$ cat src/hw/psm_defines.svh
// register indices, field positions, reset values and write masks
// assumes: included by the top module and its assertion checker only
`ifndef PSM_DEFINES_SVH
`define PSM_DEFINES_SVH

// register index; byte address on the bus is four times the index
`define PSM_IDX_SEL_A 16'hff00
`define PSM_IDX_SEL_B 16'hff01
`define PSM_IDX_SEL_C 16'hff02
`define PSM_IDX_DIR5 16'hff03
`define PSM_IDX_DIR6 16'hff04
`define PSM_IDX_DIR7 16'hff05

// pin_function_select_a fields
`define PSM_A_SECOND_DDC 6
`define PSM_A_PWM_MSB 5
// pin_function_select_b fields
`define PSM_B_ANALOG_ROUTE 7
`define PSM_B_DIGITAL_ROUTE 6
`define PSM_B_IRQ_ONE 2
`define PSM_B_CLK_TWO 1
`define PSM_B_FIRST_DDC 0
// pin_function_select_c fields
`define PSM_C_CLK_ONE 4
`define PSM_C_ANALOG_MSB 3
// port7_direction fields
`define PSM_D7_BIT7 7
`define PSM_D7_BIT6 6

// reset values
`define PSM_RST_SEL_A 8'h40
`define PSM_RST_SEL_B 8'h45
`define PSM_RST_SEL_C 8'h00
`define PSM_RST_DIR5 8'h00
`define PSM_RST_DIR6 8'h00
`define PSM_RST_DIR7 8'h00

// implemented bits; all others are reserved
`define PSM_MASK_SEL_A 8'h7f
`define PSM_MASK_SEL_B 8'hc7
`define PSM_MASK_SEL_C 8'h1f
`define PSM_MASK_DIR5 8'hff
`define PSM_MASK_DIR6 8'hff
`define PSM_MASK_DIR7 8'hc0

// pad vector layout
`define PSM_NPAD 21
`define PSM_PAD_P6 8
`define PSM_PAD_P76 16
`define PSM_PAD_P77 17
`define PSM_PAD_P30 18
`define PSM_PAD_P31 19
`define PSM_PAD_P33 20

`endif

$ cat src/hw/psm_pkg.sv
// types shared by the pin-share block and its pad cells
// assumes: constants come from psm_defines.svh
package psm_pkg;

    // one pad drive: value and output enable
    typedef struct packed {
        logic out;
        logic oe;
    } psm_pad_type;

    // a display ddc port: per line either pull-low request or sensed level
    typedef struct packed {
        logic scl;
        logic sda;
    } psm_ddc_type;

endpackage

$ cat src/hw/psm_pad_cell.sv
// one shared pad: input synchroniser and registered drive select
// assumes: pad_in is asynchronous to clk
module psm_pad_cell
    import psm_pkg::*;
(
    input logic clk,
    input logic rst,
    input logic pad_in,
    input logic alt_sel,
    input psm_pad_type alt_drive,
    input psm_pad_type gp_drive,
    output psm_pad_type pad_drive,
    output logic level
);

    logic sync_first;
    logic sync_second;
    psm_pad_type drive;
    psm_pad_type next_drive;

    // first stage feeds the second only
    always_ff @(posedge clk or posedge rst) begin
        if (rst) begin
            sync_first <= 1'b1;
            sync_second <= 1'b1;
        end else begin
            sync_first <= pad_in;
            sync_second <= sync_first;
        end
    end

    // peripheral owns the pad when selected, else port bit and direction
    always_comb begin
        next_drive = alt_sel ? alt_drive : gp_drive;
    end

    always_ff @(posedge clk or posedge rst) begin
        if (rst) begin
            drive <= '0;
        end else begin
            drive <= next_drive;
        end
    end

    assign pad_drive = drive;
    assign level = sync_second;

endmodule

$ cat src/hw/psm_top.sv
// pin-share and port direction block behind a classic wishbone slave
// assumes: core supplies port data bits and peripheral drive signals
// Contract
// select_a bit 6 picks port 5.6/5.7 or second ddc pair; reset 1
// select_a bits 5..0 pick port 5.n or pwm output n; reset 0
// select_b bit 7 routes analog ddc port to first or second pair
// select_b bit 6 routes digital ddc port likewise; resets to 1
// select_b bit 2 connects pin 3.3 to interrupt one; reset 1
// software clears the interrupt connect bit before using 3.3 as port
// select_b bit 1 picks port 7.6 or clock output two; reset 0
// select_b bit 0 picks port 3.0/3.1 serial or first ddc pair; reset 1
// select_c bit 4 picks port 6.6 or clock output one; reset 0
// select_c bits 3..0 pick port 6.n or analog input n; reset 0
// port 5 direction bit n: 0 input, 1 output; reset input
// port 6 direction bit n: 0 input, 1 output; reset input
// port 7 direction bit 7 sets pin 7.7 direction; reset input
// port 7 direction bit 6 sets pin 7.6; bits 5..0 reserved
// reserved bits read zero and ignore writes
// a selected alternate function, not the port, drives the pin
`include "psm_defines.svh"

module psm_top
    import psm_pkg::*;
(
    input logic clk,
    input logic rst,
    input logic wb_cyc_i,
    input logic wb_stb_i,
    input logic wb_we_i,
    input logic [17:0] wb_adr_i,
    input logic [3:0] wb_sel_i,
    input logic [31:0] wb_dat_i,
    output logic [31:0] wb_dat_o,
    output logic wb_ack_o,
    input logic [7:0] port5_pin_in,
    output logic [7:0] port5_pin_out,
    output logic [7:0] port5_pin_oe,
    input logic [7:0] port6_pin_in,
    output logic [7:0] port6_pin_out,
    output logic [7:0] port6_pin_oe,
    input logic [7:6] port7_pin_in,
    output logic [7:6] port7_pin_out,
    output logic [7:6] port7_pin_oe,
    input logic [2:0] port3_pin_in,
    output logic [2:0] port3_pin_out,
    output logic [2:0] port3_pin_oe,
    input logic [7:0] port5_data,
    input logic [7:0] port6_data,
    input logic [7:6] port7_data,
    input logic [2:0] port3_data,
    output logic [7:0] port5_level,
    output logic [7:0] port6_level,
    output logic [7:6] port7_level,
    output logic [2:0] port3_level,
    input logic [5:0] pwm_wave,
    input logic clock_output_one_src,
    input logic clock_output_two_src,
    input logic uart_txd,
    output logic uart_rxd,
    input psm_ddc_type analog_ddc_pull,
    input psm_ddc_type digital_ddc_pull,
    output psm_ddc_type analog_ddc_sense,
    output psm_ddc_type digital_ddc_sense,
    output logic external_interrupt_one,
    output logic [3:0] analog_in_enable
);

    logic [7:0] sel_a;
    logic [7:0] sel_b;
    logic [7:0] sel_c;
    logic [7:0] dir5;
    logic [7:0] dir6;
    logic [7:0] dir7;
    logic [7:0] next_sel_a;
    logic [7:0] next_sel_b;
    logic [7:0] next_sel_c;
    logic [7:0] next_dir5;
    logic [7:0] next_dir6;
    logic [7:0] next_dir7;

    logic ack;
    logic [31:0] rdata;
    logic next_ack;
    logic [31:0] next_rdata;
    logic take;
    logic wr_byte;
    logic [15:0] idx;

    logic [`PSM_NPAD-1:0] pad_in;
    logic [`PSM_NPAD-1:0] pad_sel;
    logic [`PSM_NPAD-1:0] pad_level;
    psm_pad_type [`PSM_NPAD-1:0] pad_alt;
    psm_pad_type [`PSM_NPAD-1:0] pad_gp;
    psm_pad_type [`PSM_NPAD-1:0] pad_drive;

    psm_ddc_type pull_first;
    psm_ddc_type pull_second;
    psm_ddc_type first_level;
    psm_ddc_type second_level;

    logic rxd;
    logic irq_one;
    logic [3:0] ana_en;
    psm_ddc_type ana_sense;
    psm_ddc_type dig_sense;
    logic next_rxd;
    logic next_irq_one;
    logic [3:0] next_ana_en;
    psm_ddc_type next_ana_sense;
    psm_ddc_type next_dig_sense;

    // bus request and register file
    assign idx = wb_adr_i[17:2];
    assign take = wb_cyc_i & wb_stb_i & ~ack;
    assign wr_byte = take & wb_we_i & wb_sel_i[0];

    always_comb begin
        next_ack = take;
        next_rdata = '0;
        next_sel_a = sel_a;
        next_sel_b = sel_b;
        next_sel_c = sel_c;
        next_dir5 = dir5;
        next_dir6 = dir6;
        next_dir7 = dir7;
        // unmapped indices answer with zero data and still ack
        unique case (idx)
            `PSM_IDX_SEL_A: begin
                next_rdata[7:0] = sel_a;
                if (wr_byte) begin
                    next_sel_a = wb_dat_i[7:0] & `PSM_MASK_SEL_A;
                end
            end
            `PSM_IDX_SEL_B: begin
                next_rdata[7:0] = sel_b;
                if (wr_byte) begin

                    next_sel_b = wb_dat_i[7:0] & `PSM_MASK_SEL_B;
                end
            end
            `PSM_IDX_SEL_C: begin
                next_rdata[7:0] = sel_c;
                if (wr_byte) begin
                    next_sel_c = wb_dat_i[7:0] & `PSM_MASK_SEL_C;
                end
            end
            `PSM_IDX_DIR5: begin
                next_rdata[7:0] = dir5;
                if (wr_byte) begin
                    next_dir5 = wb_dat_i[7:0] & `PSM_MASK_DIR5;
                end
            end
            `PSM_IDX_DIR6: begin
                next_rdata[7:0] = dir6;
                if (wr_byte) begin
                    next_dir6 = wb_dat_i[7:0] & `PSM_MASK_DIR6;
                end
            end
            `PSM_IDX_DIR7: begin
                next_rdata[7:0] = dir7;
                if (wr_byte) begin
                    // reserved low bits masked off
                    next_dir7 = wb_dat_i[7:0] & `PSM_MASK_DIR7;
                end
            end
            default: begin
                next_rdata = '0;
            end
        endcase
        if (!take) begin
            next_rdata = '0;
        end
    end

    always_ff @(posedge clk or posedge rst) begin
        if (rst) begin
            ack <= 1'b0;
            rdata <= '0;
            sel_a <= `PSM_RST_SEL_A;
            sel_b <= `PSM_RST_SEL_B;
            sel_c <= `PSM_RST_SEL_C;
            dir5 <= `PSM_RST_DIR5;
            dir6 <= `PSM_RST_DIR6;
            dir7 <= `PSM_RST_DIR7;
        end else begin
            ack <= next_ack;
            rdata <= next_rdata;
            sel_a <= next_sel_a;
            sel_b <= next_sel_b;
            sel_c <= next_sel_c;
            dir5 <= next_dir5;
            dir6 <= next_dir6;
            dir7 <= next_dir7;
        end
    end

    assign wb_ack_o = ack;
    assign wb_dat_o = rdata;

    // ddc pull-low merged per pair; both ports on one pair wire-and
    always_comb begin
        pull_first.scl = (~sel_b[`PSM_B_ANALOG_ROUTE] & analog_ddc_pull.scl)
            | (~sel_b[`PSM_B_DIGITAL_ROUTE] & digital_ddc_pull.scl);
        pull_first.sda = (~sel_b[`PSM_B_ANALOG_ROUTE] & analog_ddc_pull.sda)
            | (~sel_b[`PSM_B_DIGITAL_ROUTE] & digital_ddc_pull.sda);
        pull_second.scl = (sel_b[`PSM_B_ANALOG_ROUTE] & analog_ddc_pull.scl)
            | (sel_b[`PSM_B_DIGITAL_ROUTE] & digital_ddc_pull.scl);
        pull_second.sda = (sel_b[`PSM_B_ANALOG_ROUTE] & analog_ddc_pull.sda)
            | (sel_b[`PSM_B_DIGITAL_ROUTE] & digital_ddc_pull.sda);
    end

    // per-pad function select, alternate drive and port drive
    always_comb begin
        pad_in = {port3_pin_in, port7_pin_in, port6_pin_in, port5_pin_in};
        pad_sel = '0;
        for (int n = 0; n < 8; n++) begin
            pad_gp[n] = '{out: port5_data[n], oe: dir5[n]};
            pad_gp[`PSM_PAD_P6 + n] = '{out: port6_data[n], oe: dir6[n]};
        end
        for (int n = 0; n < 6; n++) begin
            pad_sel[n] = sel_a[n];
            pad_alt[n] = '{out: pwm_wave[n], oe: 1'b1};
        end
        pad_sel[6] = sel_a[`PSM_A_SECOND_DDC];
        pad_sel[7] = sel_a[`PSM_A_SECOND_DDC];
        pad_alt[6] = '{out: 1'b0, oe: pull_second.scl};
        pad_alt[7] = '{out: 1'b0, oe: pull_second.sda};
        for (int n = 0; n < 8; n++) begin
            pad_alt[`PSM_PAD_P6 + n] = '0;
        end
        for (int n = 0; n < 4; n++) begin
            // analog channel: pad released, digital driver off
            pad_sel[`PSM_PAD_P6 + n] = sel_c[n];
        end
        pad_sel[`PSM_PAD_P6 + 6] = sel_c[`PSM_C_CLK_ONE];
        pad_alt[`PSM_PAD_P6 + 6] = '{out: clock_output_one_src, oe: 1'b1};
        pad_gp[`PSM_PAD_P76] = '{out: port7_data[6],
                                 oe: dir7[`PSM_D7_BIT6]};
        pad_gp[`PSM_PAD_P77] = '{out: port7_data[7],
                                 oe: dir7[`PSM_D7_BIT7]};
        pad_sel[`PSM_PAD_P76] = sel_b[`PSM_B_CLK_TWO];
        pad_alt[`PSM_PAD_P76] = '{out: clock_output_two_src, oe: 1'b1};
        pad_alt[`PSM_PAD_P77] = '0;
        // port 3 is quasi-bidirectional: drives only its low level
        pad_gp[`PSM_PAD_P30] = '{out: 1'b0, oe: ~port3_data[0]};
        pad_gp[`PSM_PAD_P31] = '{out: 1'b0, oe: ~(port3_data[1] & uart_txd)};
        pad_gp[`PSM_PAD_P33] = '{out: 1'b0, oe: ~port3_data[2]};
        pad_sel[`PSM_PAD_P30] = sel_b[`PSM_B_FIRST_DDC];
        pad_sel[`PSM_PAD_P31] = sel_b[`PSM_B_FIRST_DDC];
        pad_alt[`PSM_PAD_P30] = '{out: 1'b0, oe: pull_first.scl};
        pad_alt[`PSM_PAD_P31] = '{out: 1'b0, oe: pull_first.sda};
        pad_alt[`PSM_PAD_P33] = '0;
    end

    genvar g;
    generate
        for (g = 0; g < `PSM_NPAD; g++) begin : gen_pad
            psm_pad_cell u_pad (
                .clk(clk),
                .rst(rst),
                .pad_in(pad_in[g]),
                .alt_sel(pad_sel[g]),
                .alt_drive(pad_alt[g]),
                .gp_drive(pad_gp[g]),
                .pad_drive(pad_drive[g]),
                .level(pad_level[g])
            );
        end
    endgenerate

    // sensed levels handed to the peripherals; idle high when unrouted
    always_comb begin
        first_level.scl = sel_b[`PSM_B_FIRST_DDC] ?
            pad_level[`PSM_PAD_P30] : 1'b1;
        first_level.sda = sel_b[`PSM_B_FIRST_DDC] ?
            pad_level[`PSM_PAD_P31] : 1'b1;
        second_level.scl = sel_a[`PSM_A_SECOND_DDC] ? pad_level[6] : 1'b1;
        second_level.sda = sel_a[`PSM_A_SECOND_DDC] ? pad_level[7] : 1'b1;

        next_ana_sense = sel_b[`PSM_B_ANALOG_ROUTE] ? second_level
                                                     : first_level;

        next_dig_sense = sel_b[`PSM_B_DIGITAL_ROUTE] ? second_level
                                                      : first_level;
        // receiver sees idle high while the pair serves ddc
        next_rxd = sel_b[`PSM_B_FIRST_DDC] ? 1'b1 : pad_level[`PSM_PAD_P30];
        // disconnected input is held inactive high so no spurious edge
        next_irq_one = sel_b[`PSM_B_IRQ_ONE] ? pad_level[`PSM_PAD_P33] : 1'b1;
        next_ana_en = sel_c[`PSM_C_ANALOG_MSB:0];
    end

    always_ff @(posedge clk or posedge rst) begin
        if (rst) begin
            ana_sense <= '1;
            dig_sense <= '1;
            rxd <= 1'b1;
            irq_one <= 1'b1;
            ana_en <= '0;
        end else begin
            ana_sense <= next_ana_sense;
            dig_sense <= next_dig_sense;
            rxd <= next_rxd;
            irq_one <= next_irq_one;
            ana_en <= next_ana_en;
        end
    end

    // clock outputs pass a pad flop: only clocks well below clk/2 survive
    always_comb begin
        for (int n = 0; n < 8; n++) begin
            port5_pin_out[n] = pad_drive[n].out;
            port5_pin_oe[n] = pad_drive[n].oe;
            port6_pin_out[n] = pad_drive[`PSM_PAD_P6 + n].out;
            port6_pin_oe[n] = pad_drive[`PSM_PAD_P6 + n].oe;
        end
        port7_pin_out = {pad_drive[`PSM_PAD_P77].out,
                         pad_drive[`PSM_PAD_P76].out};
        port7_pin_oe = {pad_drive[`PSM_PAD_P77].oe,
                        pad_drive[`PSM_PAD_P76].oe};
        port3_pin_out = {pad_drive[`PSM_PAD_P33].out,
                         pad_drive[`PSM_PAD_P31].out,
                         pad_drive[`PSM_PAD_P30].out};
        port3_pin_oe = {pad_drive[`PSM_PAD_P33].oe,
                        pad_drive[`PSM_PAD_P31].oe,
                        pad_drive[`PSM_PAD_P30].oe};
    end

    // port 3.3 level always reaches the core; software must clear the
    // interrupt connect bit itself when using it as a port
    assign port5_level = pad_level[7:0];
    assign port6_level = pad_level[15:8];
    assign port7_level = pad_level[17:16];
    assign port3_level = pad_level[20:18];
    assign analog_ddc_sense = ana_sense;
    assign digital_ddc_sense = dig_sense;
    assign uart_rxd = rxd;
    assign external_interrupt_one = irq_one;
    assign analog_in_enable = ana_en;

endmodule

$ cat config.mk
export PLATFORM = sky130hd
export DESIGN_NAME = psm_top
export DESIGN_NICKNAME = d
export VERILOG_FILES = /design/src/hw/psm_pkg.sv /design/src/hw/psm_pad_cell.sv /design/src/hw/psm_top.sv
export VERILOG_INCLUDE_DIRS = /design/src /design/src/hw
export SDC_FILE = /design/constraint.sdc
export NUM_CORES = 1
export LEC_CHECK = 0
export BUFFER_PORTS_ARGS = -buffer_cell sky130_fd_sc_hd__buf_2
export CAP_MARGIN = 20
export CORE_MARGIN = 2
export CORE_UTILIZATION = 35
export CTS_CLUSTER_SIZE = 14
export DETAILED_ROUTE_END_ITERATION = 7
export PLACE_DENSITY_LB_ADDON = 0.25
export RECOVER_POWER = 100
export SLEW_MARGIN = 20
export SYNTH_ARGS = -nofsm -noshare
export SYNTH_HDL_FRONTEND = slang
export SYNTH_SLANG_ARGS = --single-unit
$ cat constraint.sdc
create_clock -name clk -period 8.1 [get_ports clk]
set_input_delay 2.43 -clock clk [delete_from_list [all_inputs] [get_ports clk]]
set_output_delay 2.43 -clock clk [all_outputs]
set_load 0.02 [all_outputs]
# == Word level (Yosys, flattened, before mapping) ==
# Index checks and enable logic that the tools add are counted.
# word_totals
input_bits,114
out_inout_bits,106
wordCells,159
ff_bits,161
# classes
n_eq_ne,6
mux,26
bitwise,23
n_reduce_logical,6
# ops
operator,count
$eq A16 B16 Y1 const B,6
$pmux W8 S6,1
$mux W2,16
$and A1 B1 Y1,13
$reduce_and A2 Y1,6
$mux W1,8
$mux W8,1
$not A1 Y1,6
$or A1 B1 Y1,4

# == Depth between registers and ports, before layout ==
# logic_depth
depth_word,5
mapped_depth,5
mapped_depth_nobuf,4

# == Hierarchy ==
# Synthesis repeated with hierarchy kept, for this count alone.
# unflattened
hier_cells,360
hier_area_um2,5424.0
# by_module_without_submodules
module,instances,cells_per_inst,seq_area_each_um2,area_each_um2
psm_top,1,213,1363.8,2717.6
psm_pad_cell,21,7,102.6,128.9

# == Worst setup path before layout ==
# No wires, ideal clock.
# synth_path
kind,input to register
from,in wb_adr_i[7]
to,reg dir5[6]
path_buffers,1
setup_slack_ps,3944
arrival_ps,4031
t_required_ps,7975
stages,5
setup_time_ps,125
cell_sequence,or4_4 buf_6 nor4_4 nand2_4 mux2_4
# synth_between
elab_chain_cells,2
# synth_rtl
element,line,rtl
start: declaration,psm_top.sv:30,"input logic [17:0] wb_adr_i,"
$eq A16 B16 Y1,psm_top.sv:127,unique case (idx)
$reduce_and A2 Y1 (no line),--,
end signal: assignment,psm_top.sv:182,dir5 <= `PSM_RST_DIR5;
end signal: assignment,psm_top.sv:191,dir5 <= next_dir5;
end: declaration,psm_top.sv:71,logic [7:0] dir5;
# No other way between the ends.
# A chain may end at the register's enable or synchronous reset.

# == Final worst setup path ==
# Ends and elaborated chain as after synthesis.

==> reports/metrics.cfg <==
[logic_synthesis]
yosysTopAreaCell = dfrtp_1
synthTopCellsByArea = dfrtp_1 (41%), dfstp_2 (27%), mux2_2 (10%)
synthDistinctLibCells = 35
synthCells = 342
synth_edf_count = 0
yosysMostFrequentCell = dfrtp_1
ys_warn_count = 0
async_flop_share_pct = 100.0
yosysTopAreaCellShare_pct = 40.90
ys_top_cells_by_count = dfrtp_1 (83), dfstp_2 (52), buf_4 (48), mux2_2 (47), a21oi_1 (13)
ys_ff_latch = 135
ys_seq_area_share_pct = 67.80
avgSynthCellArea_um2 = 14.85
synth_flop_cell = dfrtp_1
mappedNetlistArea_mm2 = 0.005079

[global_routing]
grt_usage_pct = 14.63
grt_pass1_vias = 3218
grt.overflow.total = 0
antenna_found_initial = 1
grt_max_degree = 70
grt_pass1_wl_mm = 17.20

[clock_tree]
cts_resized = 0
hold_buffers = 0
ctsLongestPathBuffers = 2
root_buffer = clkbuf_16
cts_max_level = 4
cts_buffers = 17
clock-sinks = 135
cts.clk_slew.worst_paths_ns = 0.05
clk_latency_ns = 0.41
postCtsSetupRepairBufs = 0
cts_tree = yes

[sta]
worst_slew_pin_slew_ns = 2.784
fin_crit_sh_pct = 73.70
finalMaxSlewViolations = 158
finClkSkew_ns = 0.01145
hold_ws_ns = 0.3535
finalHoldViolCount = 0
rsz0062_at_grt = no
fmax_mhz = 167.5
finalCriticalPeriod_ns = 5.970
slew_headroom_pct = -86.61
setup_viol = 0
timing.setup.tns_ns = 0

[run]
maxCapViolations = 4

[run_status]
status = complete, but fails checks
violations = max-capacitance violations, max-slew violations

[setup_path]
end_kind = flip-flop
path_class = in2reg
cp.required_ns = 8.38
worst_setup_path_start_kind = input pin
path_max_fanout = 9
crit_arrival_ns = 6.25

[finish]
drive_above_1_share_pct = 43.33
final_cell_area_mm2 = 0.006213
area_growth_pct = 22.35
nNetsFinal = 611
diodes = 0

[route]
via_count = 3118
postRouteAntennaNets = 0
drt-wirelength-per-cell_um = 15.49
vias_per_cell = 4.493
drc = 0
drt_iter0_markers = 135
wl_mm = 10.75
firstDrtPassIters = 6

[placement]
dp_hpwl_mm = 7.347
place_congestion = 0.7476
placed_cell_area_mm2 = 0.005848
port_buffers = 163

[power]
powerDensity_mw_per_mm2 = 236.2
power_leakage_nw = 2.921
ir_drop_v = 0.0001333

[min_path]
min_path_type = reg2reg

[floorplanning]
ios = 220
dieHeight_um = 124.5
coreArea_mm2 = 0.01437
die_x_um = 124.5
initial_utilization_pct = 35.34
rows = 44
dieArea_mm2 = 0.01549

==> critical path: stages <==
cell     delay, ns
buf_2         0.09
or4_1         0.69
nor4_1        2.19
nand2_4       0.39
mux2_1        0.45
==> power breakdown <==
part / internal [W] / switching (W) / total (W)
Clock: 0.000429 / 0.000254 / 0.000683
Sequential: 0.000700 / 0.00000455 / 0.000705
Combinational: 0.0000235 / 0.0000558 / 0.0000793
Total: 0.00115 / 0.000315 / 0.00147
==> cells by family (layout without fill, tap and decap cells) <==
logic type | after synthesis | count (layout) | share of synthesized area [%]
flops | 135 | 135 | 67.80
simple gates | 65 | 65 | 9.041
buf+inv | 61 | 203 | 8.204
mux | 48 | 48 | 10.72
compound gates | 32 | 32 | 4.164
other cells | 1 | 27 | 0.07384
==> final cells by class <==
cell class,instances,area [um^2]
Clock buffer,28,476.7
Tap cell,184,230.2
Fill cell,1378,8155
Timing Repair Buffer,165,728.2
Clock inverter,4,47.55
Sequential cell,135,3443
Inverter,6,23.77
Multi-Input combinational cell,172,1264
==> flip-flops by register name, summed over array words and instances, names as in the netlist <==
name	count
gen_pad.u_pad.level	21
uart_rxd	1
analog_ddc_sense	2
analog_in_enable	4
digital_ddc_sense	2
dir7	2
sel_b	5
external_interrupt_one	1
wb_ack_o	1
gen_pad.u_pad.pad_drive	39
dir6	8
gen_pad.u_pad.sync_first	21
wb_dat_o	8
sel_a	7
sel_c	5
dir5	8
==> path summary, 6_finish.rpt <==
path / to / start / cells past startpoint / slack [ns]
max in group asynchronous: gen_pad[10].u_pad.pad_drive[0] / rst / 3 / 2.66
max: dir5[6] / wb_adr_i[7] / 5 / 2.13
max reg2reg: sel_c[2] / wb_ack_o / 4 / 6.08
min reg2reg: gen_pad[4].u_pad.level / gen_pad[4].u_pad.sync_first / 0 / 0.35
min: gen_pad[4].u_pad.level / gen_pad[4].u_pad.sync_first / 0 / 0.35
min in group asynchronous: gen_pad[0].u_pad.pad_drive[0] / rst / 2 / 2.83
==> routing by layer <==
metal	vias to the layer above	share of wire, %	wire length [um]	GRT usage (%)
met5	-	0.15	16	0
met4	2	1.6	171	7.006
met3	15	6.2	666	5.155
met2	121	47	5089	21.54
met1	1561	45	4805	19.30
li1	1419	-	-	-
==> cells in the final DEF, fill, tap and decap left out, drive strengths merged, types with 2 or more instances in the layout <==
cell / synthesis / routed
clkbuf: 6 / 109
buf: 49 / 84
dfrtp: 83 / 83
dfstp: 52 / 52
mux2: 48 / 48
conb: 1 / 27
a21oi: 13 / 13
nor2b: 12 / 12
a22oi: 11 / 11
nor2: 10 / 10
or2: 9 / 9
nor4: 8 / 8
nand2: 6 / 6
inv: 6 / 5
nand4: 4 / 4
a222oi: 3 / 3
nand2b: 3 / 3
and3: 2 / 2
or4: 2 / 2
nor3: 2 / 2
or4b: 2 / 2
o21ai: 2 / 2
a221oi: 2 / 2
clkinv: 0 / 2
clkinvlp: 0 / 2
==> metrics by stage <==
step           util [%]  setup slack (ns)  std cells  total power [W]
3_3_place_gp      40.70             3.381        662        0.0007984
4_1_cts           44.35             3.784        694         0.001496
5_1_grt           43.24             1.913        694         0.001537
3_5_place_dp      40.70             3.360        662        0.0008009
6_report          43.24             2.130        694         0.001468
2_1_floorplan         -             2.145        368        0.0007777
(Power assumes the default switching activity.)
